[src/pkg/ogd_consts.svh]
// constants for output gating and divider sync
`ifndef OGD_CONSTS_SVH
`define OGD_CONSTS_SVH
`define OGD_NUM_OUT 12
`define OGD_NUM_LOOP 4
`define OGD_DIV_W 8
`define OGD_F_DIS 0
`define OGD_F_IDLE_HI 1
`define OGD_F_SYNC 2
`define OGD_F_LOL_DIS 3
`define OGD_F_SINGLE 4
`define OGD_F_INV_T 5
`define OGD_F_INV_C 6
`define OGD_F_W 7
`define OGD_G_REF_KEEP 0
`define OGD_G_3WIRE 1
`define OGD_G_W 2
`define OGD_OUT_RST 7'h04
`define OGD_GLB_RST 2'h0
`define OGD_PIN_RST 4'h6
`define OGD_OTP_PASSES 2
`define OGD_CLK_NS 20
`define OGD_LOAD_NS 1000
`define OGD_LOAD_CYC ((`OGD_LOAD_NS + `OGD_CLK_NS - 1) / `OGD_CLK_NS)
`endif

[src/pkg/ogd_pkg.sv]
// types for output gating and divider sync
package ogd_pkg;
   typedef enum logic [1:0] {OGD_LOAD, OGD_RUN} ogd_otp_st_t;
endpackage

[src/verilog/ogd_top.sv]
// output gating, divider sync, power-down and serial select
`timescale 1ns/1ns
`include "ogd_consts.svh"
// What this block does
// - global disable pin high turns every output off
// - per-output disable bit turns that output off
// - lock loss keeps outputs running unless its disable option is set
// - reference loss disables all outputs unless the keep option is set
// - a disabled output parks at a selectable low or high level
// - sync mode switches an output only at a period boundary
// - without sync mode, power-down or free-run a disable takes effect at once
// - power-up, reset pin and reset bit put dividers in a common state
// - divider sync bit realigns dividers without resetting anything else
// - power-down keeps configuration, stops clocks, serial port stays alive
// - power-down entry happens on full-period boundaries; exit does only in sync mode or while the loop is free-running
// - after power-down each loop is free-running until it locks
// - default configuration loads from the store before operation
// - store takes two programming passes; only the newest is used
// - serial select pin chooses the two-wire or four-wire port
// - three-wire bit picks one shared data line or separate lines
// - single-ended drivers toggle both pins unless one-pin mode is set
// - complement pin in phase by default; polarity bits invert pins
module ogd_top
   import ogd_pkg::*;
#(
   parameter int NO = `OGD_NUM_OUT,
   parameter int NL = `OGD_NUM_LOOP,
   parameter int DIV_W = `OGD_DIV_W,
   parameter int LOAD_CYC = `OGD_LOAD_CYC
) (
   input wire logic i_clk,
   input wire logic i_reset_n,
   input wire logic i_global_output_disable_pin,
   input wire logic i_power_down_pin_n,
   input wire logic i_device_reset_pin_n,
   input wire logic i_i2c_sel_pin,
   input wire logic i_reset_bit,
   input wire logic i_div_sync_bit,
   input wire logic [NL-1:0] i_loss_of_lock,
   input wire logic i_reference_loss_alarm,
   input wire logic [NO*$clog2(NL)-1:0] i_out_loop_sel,
   input wire logic [NO*DIV_W-1:0] i_half,
   input wire logic i_cfg_wr,
   input wire logic [NO*`OGD_F_W+`OGD_G_W-1:0] i_cfg_wdata,
   output logic [NO*`OGD_F_W+`OGD_G_W-1:0] o_cfg_rdata,
   input wire logic i_prog_stb,
   output logic [1:0] o_otp_passes,
   output logic o_prog_refused,
   output logic o_cfg_loaded,
   input wire logic i_spi_dout,
   input wire logic i_spi_dout_en,
   input wire logic i_sdi_pin,
   input wire logic i_sdio_pin,
   output logic o_spi_din,
   output logic o_sdo,
   output logic o_sdo_oe_n,
   output logic o_sdio,
   output logic o_sdio_oe_n,
   output logic o_i2c_mode,
   output logic [NO-1:0] o_clock_out_true,
   output logic [NO-1:0] o_clock_out_comp,
   output logic [NO-1:0] o_out_active,
   output logic [NO-1:0] o_out_enable,
   output logic [NL-1:0] o_loop_freerun,
   output logic o_low_power,
   output logic o_div_rst
);
   localparam int CFG_W = NO * `OGD_F_W + `OGD_G_W;
   localparam int SEL_W = $clog2(NL);
   localparam int PIN_OE = 0;
   localparam int PIN_PDN = 1;
   localparam int PIN_RST = 2;
   localparam int PIN_I2C = 3;
   localparam logic [CFG_W-1:0] FACTORY = {`OGD_GLB_RST, {NO{`OGD_OUT_RST}}};

   typedef struct packed {
      logic [3:0] p1;
      logic [3:0] p2;
      logic [1:0] d1;
      logic [1:0] d2;
      logic [CFG_W-1:0] cfg;
      logic [NO-1:0] en;
      logic [NL-1:0] fr;
      logic dr;
      logic sdo;
      logic sdo_oen;
      logic sdio;
      logic sdio_oen;
      logic din;
   } ogd_top_t;
   ogd_top_t s_q, s_d;

   logic [CFG_W-1:0] otp_cfg;
   logic load_done;
   logic loaded;
   logic pd;
   logic ref_off;
   logic three;
   logic spi_on;
   logic [NO-1:0] force_sync;

   function automatic logic fld(input logic [CFG_W-1:0] c, input int o, input int f);
      fld = c[o * `OGD_F_W + f];
   endfunction

   function automatic logic glb(input logic [CFG_W-1:0] c, input int f);
      glb = c[NO * `OGD_F_W + f];
   endfunction

   function automatic logic lol_of(input logic [NO*SEL_W-1:0] sel,
                                   input logic [NL-1:0] loss_of_lock, input int o);
      lol_of = loss_of_lock[sel[o*SEL_W +: SEL_W]];
   endfunction

   ogd_cfg_store #(
      .CFG_W(CFG_W),
      .DEFAULT_IMG(FACTORY),
      .LOAD_CYC(LOAD_CYC)
   ) u_store (
      .i_clk(i_clk),
      .i_reset_n(i_reset_n),
      // reset pin and reset bit reload just like power-up
      .i_reload(i_reset_bit || !s_q.p2[PIN_RST]),
      .i_prog_stb(i_prog_stb),
      .i_prog_img(s_q.cfg),
      .o_cfg(otp_cfg),
      .o_load_done(load_done),
      .o_loaded(loaded),
      .o_passes(o_otp_passes),
      .o_prog_refused(o_prog_refused)
   );

   always_comb begin
      s_d = s_q;
      s_d.p1 = {i_i2c_sel_pin, i_device_reset_pin_n, i_power_down_pin_n,
                i_global_output_disable_pin};
      s_d.p2 = s_q.p1;
      s_d.d1 = {i_sdi_pin, i_sdio_pin};
      s_d.d2 = s_q.d1;
      pd = !s_q.p2[PIN_PDN];
      // config survives power-down; only a load or a write replaces it
      if (load_done) s_d.cfg = otp_cfg;
      else if (i_cfg_wr) s_d.cfg = i_cfg_wdata;
      s_d.dr = !s_q.p2[PIN_RST] || i_reset_bit || !loaded;
      if (i_div_sync_bit) s_d.dr = 1'b1;
      ref_off = i_reference_loss_alarm && !glb(s_q.cfg, `OGD_G_REF_KEEP);
      for (int i = 0; i < NO; i++) begin
         s_d.en[i] = !s_q.p2[PIN_OE]
                     && !fld(s_q.cfg, i, `OGD_F_DIS)
                     && !(fld(s_q.cfg, i, `OGD_F_LOL_DIS)
                          && lol_of(i_out_loop_sel, i_loss_of_lock, i))
                     && !ref_off && !pd && loaded && !s_q.dr;
      end
      for (int l = 0; l < NL; l++) begin
         if (pd) s_d.fr[l] = 1'b1;
         else if (!i_loss_of_lock[l]) s_d.fr[l] = 1'b0;
      end
      three = glb(s_q.cfg, `OGD_G_3WIRE);
      spi_on = !s_q.p2[PIN_I2C];
      // three-wire shares one line, so only one driver may ever turn on
      s_d.din = three ? s_q.d2[0] : s_q.d2[1];
      s_d.sdio_oen = !(spi_on && three && i_spi_dout_en);
      s_d.sdo_oen = !(spi_on && !three && i_spi_dout_en);
      s_d.sdo = i_spi_dout;
      s_d.sdio = i_spi_dout;
   end

   always_ff @(posedge i_clk) begin
      if (!i_reset_n) s_q <= '{p1: `OGD_PIN_RST, p2: `OGD_PIN_RST, d1: 2'h0, d2: 2'h0,
                               cfg: '0, en: '0, fr: '1, dr: 1'b1, sdo: 1'b0,
                               sdo_oen: 1'b1, sdio: 1'b0, sdio_oen: 1'b1, din: 1'b0};
      else s_q <= s_d;
   end

   // power-down and free-run force boundary switching so no runt escapes
   always_comb begin
      for (int i = 0; i < NO; i++) begin
         force_sync[i] = pd || s_q.fr[i_out_loop_sel[i*SEL_W +: SEL_W]];
      end
   end

   genvar g;
   generate
      for (g = 0; g < NO; g++) begin : g_out
         ogd_out_drv #(
            .DIV_W(DIV_W)
         ) u_drv (
            .i_clk(i_clk),
            .i_reset_n(i_reset_n),
            .i_div_rst(s_q.dr),
            .i_half(i_half[g*DIV_W +: DIV_W]),
            .i_en(s_q.en[g]),
            .i_sync_en(fld(s_q.cfg, g, `OGD_F_SYNC)),
            .i_force_sync(force_sync[g]),
            .i_idle_hi(fld(s_q.cfg, g, `OGD_F_IDLE_HI)),
            .i_single(fld(s_q.cfg, g, `OGD_F_SINGLE)),
            .i_inv_t(fld(s_q.cfg, g, `OGD_F_INV_T)),
            .i_inv_c(fld(s_q.cfg, g, `OGD_F_INV_C)),
            .o_true(o_clock_out_true[g]),
            .o_comp(o_clock_out_comp[g]),
            .o_active(o_out_active[g])
         );
      end
   endgenerate

   assign o_cfg_rdata = s_q.cfg;
   assign o_cfg_loaded = loaded;
   assign o_out_enable = s_q.en;
   assign o_loop_freerun = s_q.fr;
   assign o_low_power = !s_q.p2[PIN_PDN];
   assign o_div_rst = s_q.dr;
   assign o_i2c_mode = s_q.p2[PIN_I2C];
   assign o_spi_din = s_q.din;
   assign o_sdo = s_q.sdo;
   assign o_sdo_oe_n = s_q.sdo_oen;
   assign o_sdio = s_q.sdio;
   assign o_sdio_oe_n = s_q.sdio_oen;
endmodule

[src/verilog/ogd_cfg_store.sv]
// nonvolatile configuration store with power-up load
`timescale 1ns/1ns
`include "ogd_consts.svh"
module ogd_cfg_store
   import ogd_pkg::*;
#(
   parameter int CFG_W = 86,
   parameter logic [CFG_W-1:0] DEFAULT_IMG = '0,
   parameter int LOAD_CYC = `OGD_LOAD_CYC
) (
   input wire logic i_clk,
   input wire logic i_reset_n,
   input wire logic i_reload,
   input wire logic i_prog_stb,
   input wire logic [CFG_W-1:0] i_prog_img,
   output logic [CFG_W-1:0] o_cfg,
   output logic o_load_done,
   output logic o_loaded,
   output logic [1:0] o_passes,
   output logic o_prog_refused
);
   localparam int LC_W = $clog2(LOAD_CYC + 1);
   typedef struct packed {
      logic [1:0][CFG_W-1:0] img;
      logic [1:0] passes;
      ogd_otp_st_t st;
      logic [LC_W-1:0] cnt;
      logic [CFG_W-1:0] cfg;
      logic done;
      logic loaded;
      logic refused;
   } ogd_store_t;
   ogd_store_t s_q, s_d;

   always_comb begin
      s_d = s_q;
      s_d.done = 1'b0;
      s_d.refused = 1'b0;
      if (i_reload) begin
         s_d.st = OGD_LOAD;
         s_d.cnt = '0;
         s_d.loaded = 1'b0;
      end else begin
         case (s_q.st)
            OGD_LOAD: begin
               if (s_q.cnt == LC_W'(LOAD_CYC - 1)) begin
                  s_d.st = OGD_RUN;
                  s_d.done = 1'b1;
                  s_d.loaded = 1'b1;
                  // each load takes the newest programmed image, or the default if none is programmed
                  if (s_q.passes == 2'h0) s_d.cfg = DEFAULT_IMG;
                  else s_d.cfg = s_q.img[s_q.passes == 2'h2];
               end else begin
                  s_d.cnt = s_q.cnt + 1'b1;
               end
            end
            OGD_RUN: begin
               s_d.st = OGD_RUN;
            end
            default: begin
               s_d.st = OGD_LOAD;
            end
         endcase
      end
      if (i_prog_stb) begin
         if (s_q.st == OGD_RUN && s_q.passes < 2'(`OGD_OTP_PASSES)) begin
            s_d.img[s_q.passes[0]] = i_prog_img;
            s_d.passes = s_q.passes + 2'h1;
         end else begin
            s_d.refused = 1'b1;
         end
      end
   end

   always_ff @(posedge i_clk) begin
      if (!i_reset_n) s_q <= '{img: '0, passes: 2'h0, st: OGD_LOAD, cnt: '0,
                               cfg: '0, done: 1'b0, loaded: 1'b0, refused: 1'b0};
      else s_q <= s_d;
   end

   assign o_cfg = s_q.cfg;
   assign o_load_done = s_q.done;
   assign o_loaded = s_q.loaded;
   assign o_passes = s_q.passes;
   assign o_prog_refused = s_q.refused;
endmodule

[src/verilog/ogd_out_drv.sv]
// one clock output: divider, gating, idle level and polarity
`timescale 1ns/1ns
`include "ogd_consts.svh"
module ogd_out_drv
   import ogd_pkg::*;
#(
   parameter int DIV_W = `OGD_DIV_W
) (
   input wire logic i_clk,
   input wire logic i_reset_n,
   input wire logic i_div_rst,
   input wire logic [DIV_W-1:0] i_half,
   input wire logic i_en,
   input wire logic i_sync_en,
   input wire logic i_force_sync,
   input wire logic i_idle_hi,
   input wire logic i_single,
   input wire logic i_inv_t,
   input wire logic i_inv_c,
   output logic o_true,
   output logic o_comp,
   output logic o_active
);
   typedef struct packed {
      logic [DIV_W-1:0] cnt;
      logic ph;
      logic act;
      logic ot;
      logic oc;
   } ogd_drv_t;
   ogd_drv_t s_q, s_d;
   logic [DIV_W-1:0] last;
   logic wrap;
   logic edge_ok;

   always_comb begin
      s_d = s_q;
      last = (i_half == '0) ? '0 : i_half - 1'b1;
      wrap = (s_q.cnt >= last);
      // end of the low half closes a full period
      edge_ok = wrap && !s_q.ph;
      if (i_div_rst) begin
         s_d.cnt = '0;
         s_d.ph = 1'b1;
      end else if (wrap) begin
         s_d.cnt = '0;
         s_d.ph = !s_q.ph;
      end else begin
         s_d.cnt = s_q.cnt + 1'b1;
      end
      if (i_sync_en || i_force_sync) begin
         if (edge_ok || i_div_rst) s_d.act = i_en;
      end else begin
         s_d.act = i_en;
      end
      s_d.ot = s_d.act ? (s_d.ph ^ i_inv_t) : i_idle_hi;
      // single pin mode parks the complement to save power
      s_d.oc = (s_d.act && !i_single) ? (s_d.ph ^ i_inv_c) : i_idle_hi;
   end

   always_ff @(posedge i_clk) begin
      if (!i_reset_n) s_q <= '{cnt: '0, ph: 1'b1, act: 1'b0, ot: 1'b0, oc: 1'b0};
      else s_q <= s_d;
   end

   assign o_true = s_q.ot;
   assign o_comp = s_q.oc;
   assign o_active = s_q.act;
endmodule

[config.mk]
export PLATFORM = sky130hd
export DESIGN_NAME = ogd_top
export DESIGN_NICKNAME = d
export VERILOG_FILES = /design/src/pkg/ogd_pkg.sv /design/src/verilog/ogd_top.sv /design/src/verilog/ogd_cfg_store.sv /design/src/verilog/ogd_out_drv.sv
export VERILOG_INCLUDE_DIRS = /design/src /design/src/pkg
export SDC_FILE = /design/constraint.sdc
export NUM_CORES = 1
export LEC_CHECK = 0
export CELL_PAD_IN_SITES_DETAIL_PLACEMENT = 1
export CELL_PAD_IN_SITES_GLOBAL_PLACEMENT = 2
export CORE_MARGIN = 5
export CORE_UTILIZATION = 35
export DETAILED_ROUTE_END_ITERATION = 6
export DONT_BUFFER_PORTS = 1
export PLACE_DENSITY_LB_ADDON = 0.1
export SETUP_SLACK_MARGIN = 0.2
export SLEW_MARGIN = 20
export SYNTH_ARGS = -nofsm -noshare
export SYNTH_HDL_FRONTEND = slang
export SYNTH_HIERARCHICAL = 1
export SYNTH_SLANG_ARGS = --single-unit
[constraint.sdc]
create_clock -name i_clk -period 4.9 [get_ports i_clk]
set_input_delay 0.245 -clock i_clk [delete_from_list [all_inputs] [get_ports i_clk]]
set_output_delay 0.245 -clock i_clk [all_outputs]
set_load 0.01 [all_outputs]
==> flow_summary_export.csv, run 1 <==
group,metric,value,unit
outcome,status,"completed",
clock_tree,hold_buffers,160,
timing,clock_skew,0.01928,ns
setup_path,slowest_stage,"or4b_1",
setup_path,cp_cell_sequence,"inv_1, ha_1, nor2b_1, nand3b_1, or3_1, o21ai_1, ha_1, or3_1, a21oi_1, o31ai_4, ha_1, or4b_1, and3_1, o21a_1",
logic_synthesis,yosys.area.top_type,"dfxtp_1",
logic_synthesis,synth_cell_types,58,
die,io_pins,375,
timing,clock.fmax,0.2970,GHz
drt,drcViolationCount,0,
timing,post-route-period-util,0.6870,
die,num_rows,105,
timing,slew_headroom,0.2370,
logic_synthesis,synth_top_area_share,0.3717,
placed_design,dpl.hpwl,62080,um
setup_path,slowest_delay,0.60,ns
logic_synthesis,ys_top_cells_by_area,"dfxtp_1 37%, mux2i_1 7.5%, nand2_1 7.1%",
clock_tree,cts-resized-gates,0,
final_layout,nFillCells,9378,
run,maxCapViolations,0,
die,die_w,296.4,um
setup_path,crit_path_start,"i_half[0]",
die,die-area,0.08784,mm^2
global_routing,grtUsageTotal,0.2140,
logic_synthesis,synth_flop_cell,"dfxtp_1",
global_routing,grt_pass1_vias,24500,
final_layout,fin_nets,3548,
setup_path,end_kind,"flip-flop",
setup_path,cp_max_fo,9,
clock_tree,tritoncts,"built",
setup_path,cp.required,5.40,ns
setup_path,r2r_start,"g_out[9].u_drv/s_q[6]",
setup_path,arrival,3.87,ns
timing,rsz0062_at_grt,"false",
setup_path,critPathLaunchType,"input port",
timing,setup_tns,0,ns
setup_path,worst-path-buf-inv,1,
timing,hold_viol,0,
placed_design,numPortBuffers,0,
logic_synthesis,synth-edff-count,0,
timing,setup_viol,0,
drt,drt-total-wl,97180,um
setup_path,path_delay_family,"simple AND/OR/NAND/NOR gates",
global_routing,grt_pass1_wl,146900,um
drt,drtIter0Drc,883,
power,max-vdd-ir-drop,204.1,uV
logic_synthesis,ys_ff_latch,533,
drt,vias,22910,
clock_tree,clkTransAtPathRegs,0.06,ns
global_routing,grt_max_degree,165,
timing,fin_hold_ws,0.02720,ns
setup_path,path_class,"in2reg",
final_layout,layout_commonest_cell,"nand2_1",
min_path,hp-class,"in2reg",
logic_synthesis,yosys_warnings,6,
power,power.leakage,11.49,nW
clock_tree,clkSinkCount,533,
clock_tree,cts_root_buf,"clkbuf_16",
die,die_height,296.4,um
logic_synthesis,syn_area,0.02871,mm^2
final_layout,drive_gt1_frac,0.09133,
power,power_density,321.5,mW/mm^2
clock_tree,clock_latency,0.61,ns
drt,dr.pass1.iters,5,
timing,worst_pin_slew,1.141,ns
min_path,hold_start,"i_cfg_wdata[28]",
die,core_area,0.08172,mm^2
logic_synthesis,synth_cells,3312,
logic_synthesis,syn_area_per_cell,8.667,um^2
drt,vias_per_cell,5.309,
clock_tree,cts_setup_buffers,0,
logic_synthesis,synth_nets,3673,
final_layout,areaGrowthSynthToFinish,11.94,%
timing,final_max_slew_viol_count,0,
die,start_util,0.3513,
timing,fin_crit,3.366,ns
global_routing,grt_antenna_before_repair,5,
drt,ant_nets,0,
logic_synthesis,synth_async_sr_flop_share,0,
setup_path,cp_common_cell,"ha_1",
clock_tree,cts_buffers,68,
drt,wire_per_inst,22.52,um
clock_tree,htree_levels,3,
placed_design,globalplace.congestion,0.8099,
logic_synthesis,synth-seq-area-share,0.3717,
clock_tree,cts_buffer_depth,3,
global_routing,gr-total-overflow,0,
final_layout,final_cell_mix,"545 x nand2_1, 527 x dfxtp_1, 315 x a21oi_1",
[cells by family (layout without fill, tap and decap cells)]
logic type	Yosys count	after routing	synth area share
AND/OR/NAND/NOR	1233	1233	0.2344
multiplexers	229	229	0.08513
other	0	4	0
AO/OA/AOI/OAI	604	604	0.1239
XOR/XNOR	134	134	0.04089
adder cells (fa/ha/maj)	136	136	0.05928
flip-flops	533	533	0.3717
buffers and inverters	443	372	0.08474
[path summary, 6_finish.rpt]
| kind | endpoint | slack [ns] | cells past startpoint |
|---|---|---|---|
| max | g_out[0].u_drv/o_true | 1.53 | 14 |
| min | o_cfg_rdata[28] | 0.03 | 3 |
| max reg2reg | g_out[9].u_drv/o_true | 2.00 | 8 |
| min reg2reg | s_q[113] | 0.41 | 1 |
[per-layer routing]
layer / part of all wire / up-vias / GRT usage
li1: - / 10950 / -
met4: 0.021 / 4 / 0.05475
met1: 0.45 / 11420 / 0.2732
met5: 0.00022 / - / 0
met3: 0.050 / 123 / 0.03867
met2: 0.48 / 419 / 0.3754
[cell usage after synthesis (12+ instances only)]
master and number:
nand2_1 545, nor2b_1 63, or3_1 22, clkbuf_1 135, nand3b_1 25, buf_1 25
xor2_1 63, o21ai_0 164, dfxtp_1 533, buf_4 191, nor3b_1 23, inv_1 64
mux4_2 12, and2_1 107, o21a_1 21, a21oi_1 315, a211oi_1 24, nand3_1 39
or4_1 74, and3_1 23, buf_2 17, nand2b_1 63, xnor2_1 71, a21o_1 16
nor3_1 56, nor2_1 65, nor3_2 80, mux2i_1 216, ha_1 136
[through the flow]
step / total power, mW / instances / area [um^2] / utilization / setup WS, ns
final: 10.33 / 4315 / 32130 / 0.3932 / 1.534
after global routing: 10.76 / 4313 / 32130 / 0.3932 / 1.317
after CTS: 10.52 / 4310 / 32100 / 0.3928 / 1.586
after detailed placement: 5.126 / 4026 / 28170 / 0.3447 / 0.9623
after global placement: 5.104 / 4026 / 28160 / 0.3446 / 1.107
after floorplan: 5.030 / 3312 / 28710 / - / 1.475
[cell type report]
cell class | instances | area (um^2) | share of cell area
well taps | 1070 | 1339 | 0.04166
flip-flops and latches | 533 | 10680 | 0.3325
clock buffers | 101 | 2068 | 0.06437
inverters | 65 | 251.5 | 0.007827
repair buffers | 183 | 1829 | 0.05693
clock inverters | 23 | 247.7 | 0.007710
multi-input cells | 2336 | 15700 | 0.4887
diodes | 4 | 10.01 | 0.0003115
[worst min-delay path, delay by kind of cell]
kind,cells,cell delay [ns]
mux,1,0.08
simple gates,1,0.12
compound gates,1,0.14
[power by group]
group / internal (mW) / leakage (nW) / switching, mW / total, mW
combinational: 0.321 / 6.03 / 0.301 / 0.622
clock: 3.14 / 1.14 / 2.01 / 5.15
sequential: 4.39 / 4.32 / 0.162 / 4.56
[flip-flops by register name, summed over array words and instances (netlist names)]
| signal | count |
|---|---|
| g_out.u_drv/o_active | 12 |
| g_out.u_drv/o_comp | 12 |
| g_out.u_drv/o_true | 12 |
| g_out.u_drv/s_q | 108 |
| o_cfg_rdata | 86 |
| o_div_rst | 1 |
| o_i2c_mode | 1 |
| o_loop_freerun | 4 |
| o_out_enable | 12 |
| o_sdio | 1 |
| o_sdio_oe_n | 1 |
| o_sdo_oe_n | 1 |
| o_spi_din | 1 |
| s_d | 6 |
| s_q | 5 |
| u_store/o_cfg | 86 |
| u_store/o_load_done | 1 |
| u_store/o_loaded | 1 |
| u_store/o_passes | 2 |
| u_store/o_prog_refused | 1 |
| u_store/s_q | 179 |
Power figures use the tool's default switching activity.
==> run 2, diff against run 1 <==
- clock period: 4.9 -> 2.95 ns (I/O delays scaled with it)
==> run 2 against run 1 <==
Compared with the run above: clock power up 64%; via count up 3.2%; clock-buffer cell count down 1; first-iteration DRC count up 6.0%; utilization up 2.5 points; routed wire length up 2.0%; sequential share of layout area down 2.0 points; register-to-register slack worse by 1.7 ns; critical path type is now reg2reg; flip-flop and latch count unchanged; global-route usage up 0.41 points; final cell count up 3.4%; sequential power up 65%.
==> flow_summary_export.csv, run 2 (synthesized netlist as in run 1, its figures left out) <==
group,metric,value,unit
setup_path,crit_end,"g_out[8].u_drv/o_true",
clock_tree,clock_latency,0.61,ns
timing,final_max_slew_viol_count,0,
min_path,hold_path_depth,3,
die,die_height,296.4,um
drt,drt-total-wl,99080,um
global_routing,grt_pass1_vias,25470,
drt,drcViolationCount,0,
placed_design,globalplace.congestion,0.7974,
setup_path,r2r_cells,9,
timing,setup_viol,0,
setup_path,crit_path_start,"g_out[8].u_drv/s_q[6]",
final_layout,final_cell_mix,"545 x nand2_1, 529 x dfxtp_1, 295 x a21oi_1",
timing,worst_pin_slew,1.239,ns
timing,rsz0062_at_grt,"false",
final_layout,largest_register,"u_store/s_q",
setup_path,path_class,"reg2reg",
global_routing,grt_max_degree,165,
setup_path,r2r_start,"g_out[8].u_drv/s_q[6]",
clock_tree,cts_buffers,68,
clock_tree,cts_root_buf,"clkbuf_16",
die,core_area,0.08172,mm^2
clock_tree,clkTransAtPathRegs,0.06,ns
setup_path,arrival,3.17,ns
drt,drtIter0Drc,936,
setup_path,r2r_slack,0.29,ns
final_layout,nFillCells,9228,
timing,fin_hold_ws,0.03138,ns
outcome,status,"completed",
timing,post-route-period-util,0.9031,
setup_path,cp.required,3.45,ns
placed_design,post_dp_cell_area,0.02967,mm^2
drt,ant_nets,0,
final_layout,fin_nets,3696,
setup_path,critPathLaunchType,"flip-flop",
die,start_util,0.3513,
drt,vias,23640,
final_layout,largest_reg_flops,179,
final_layout,areaGrowthSynthToFinish,19.14,%
clock_tree,cts_buffer_depth,3,
drt,wire_per_inst,22.21,um
setup_path,r2r-end,"g_out[8].u_drv/o_true",
timing,slew_headroom,0.1715,
timing,hold_viol,0,
final_layout,drive_gt1_frac,0.1449,
global_routing,grt_antenna_before_repair,12,
drt,dr.pass1.iters,4,
die,num_rows,105,
min_path,hp-class,"in2reg",
placed_design,numPortBuffers,0,
die,die_w,296.4,um
die,die-area,0.08784,mm^2
timing,fin_crit,2.664,ns
global_routing,gr-total-overflow,0,
clock_tree,tritoncts,"built",
final_layout,design_area,0.03420,mm^2
global_routing,grtUsageTotal,0.2181,
final_layout,largestRegisters,"u_store/s_q x179, g_out.u_drv/s_q x108",
die,io_pins,375,
final_layout,layout_commonest_cell,"nand2_1",
setup_path,end_kind,"flip-flop",
power,power_density,503.4,mW/mm^2
setup_path,cp_max_fo,4,
power,max-vdd-ir-drop,326.7,uV
clock_tree,htree_levels,3,
timing,clock.fmax,0.3753,GHz
timing,clock_skew,0.02888,ns
power,power.leakage,12.23,nW
global_routing,grt_pass1_wl,149800,um
drt,vias_per_cell,5.299,
run,maxCapViolations,0,
clock_tree,clkSinkCount,533,
power,power,17.22,mW
timing,setup_tns,0,ns
placed_design,dpl.hpwl,65020,um
## run 2: cell count changes in the layout (fill, tap and decap cells not counted), moves of 17 or more
cell           change
ha_1              -22
dlygate4sd3_1     +51
buf_12            +17
a21oi_1           -20
a21oi_2           +19
inv_1             -20
buf_4             +80
## run 2: area by class of cell
class | count | area [um^2] | share of cell area
antenna | 4 | 10.01 | 0.0002927
clock buffer | 100 | 1976 | 0.05777
clock inverter | 23 | 280.3 | 0.008195
inverter | 65 | 416.7 | 0.01218
multi-input combinational | 2336 | 16220 | 0.4742
sequential | 533 | 10680 | 0.3123
tap | 1070 | 1339 | 0.03915
timing repair buffer | 331 | 3281 | 0.09593
## run 2: power by group
| group | switching [mW] | total, mW | leakage, nW | internal [mW] |
|---|---|---|---|---|
| Combinational | 0.582 | 1.24 | 6.80 | 0.660 |
| Clock | 3.35 | 8.45 | 1.11 | 5.10 |
| Sequential | 0.231 | 7.53 | 4.32 | 7.30 |
## run 2: critical path, stage by stage (launching register included)
cell     delay, ns
dfxtp_1       0.39
ha_1          0.25
or3_1         0.41
a21oi_2       0.19
o31ai_4       0.10
buf_12        0.16
ha_2          0.19
or4b_4        0.53
and3_4        0.19
o21a_1        0.16
## run 2: routing by layer
layer,vias up,share of wire,track usage
li1,11270,-,-
met4,4,0.033,0.07501
met2,487,0.49,0.3842
met5,-,0.00027,0
met1,11720,0.42,0.2648
met3,166,0.055,0.04681
## run 2: worst min-delay path by stage
stage                     slack [ns]     startpoint                    end
after floorplan                 0.23      i_reset_n  g_out[0].u_drv/s_q[3]
after global placement          0.25  i_spi_dout_en            o_sdio_oe_n
after detailed placement        0.25  i_spi_dout_en            o_sdio_oe_n
after CTS                      0.002      i_reset_n  g_out[6].u_drv/s_q[7]
after global routing            0.01       i_cfg_wr        o_cfg_rdata[20]
final                           0.03       i_cfg_wr        o_cfg_rdata[20]
## run 2: timing repair
| action | CTS | global route |
|---|---|---|
| setup buffers | 0 | 5 |
| hold endpoints to repair | 191 | 0 |
| endpoints found under the setup margin | 0 | 12 |
| hold buffers | 211 | 0 |
| resized for setup | 0 | 10 |
## run 2: metrics by stage
stage | util | cells | setup slack [ns]
4_1_cts | 0.4167 | 4453 | 0.2073
5_1_grt | 0.4184 | 4459 | 0.1833
6_report | 0.4185 | 4462 | 0.2857
3_3_place_gp | 0.3631 | 4119 | -0.3564
2_1_floorplan | - | 3312 | -0.1585
3_5_place_dp | 0.3631 | 4119 | -0.3812
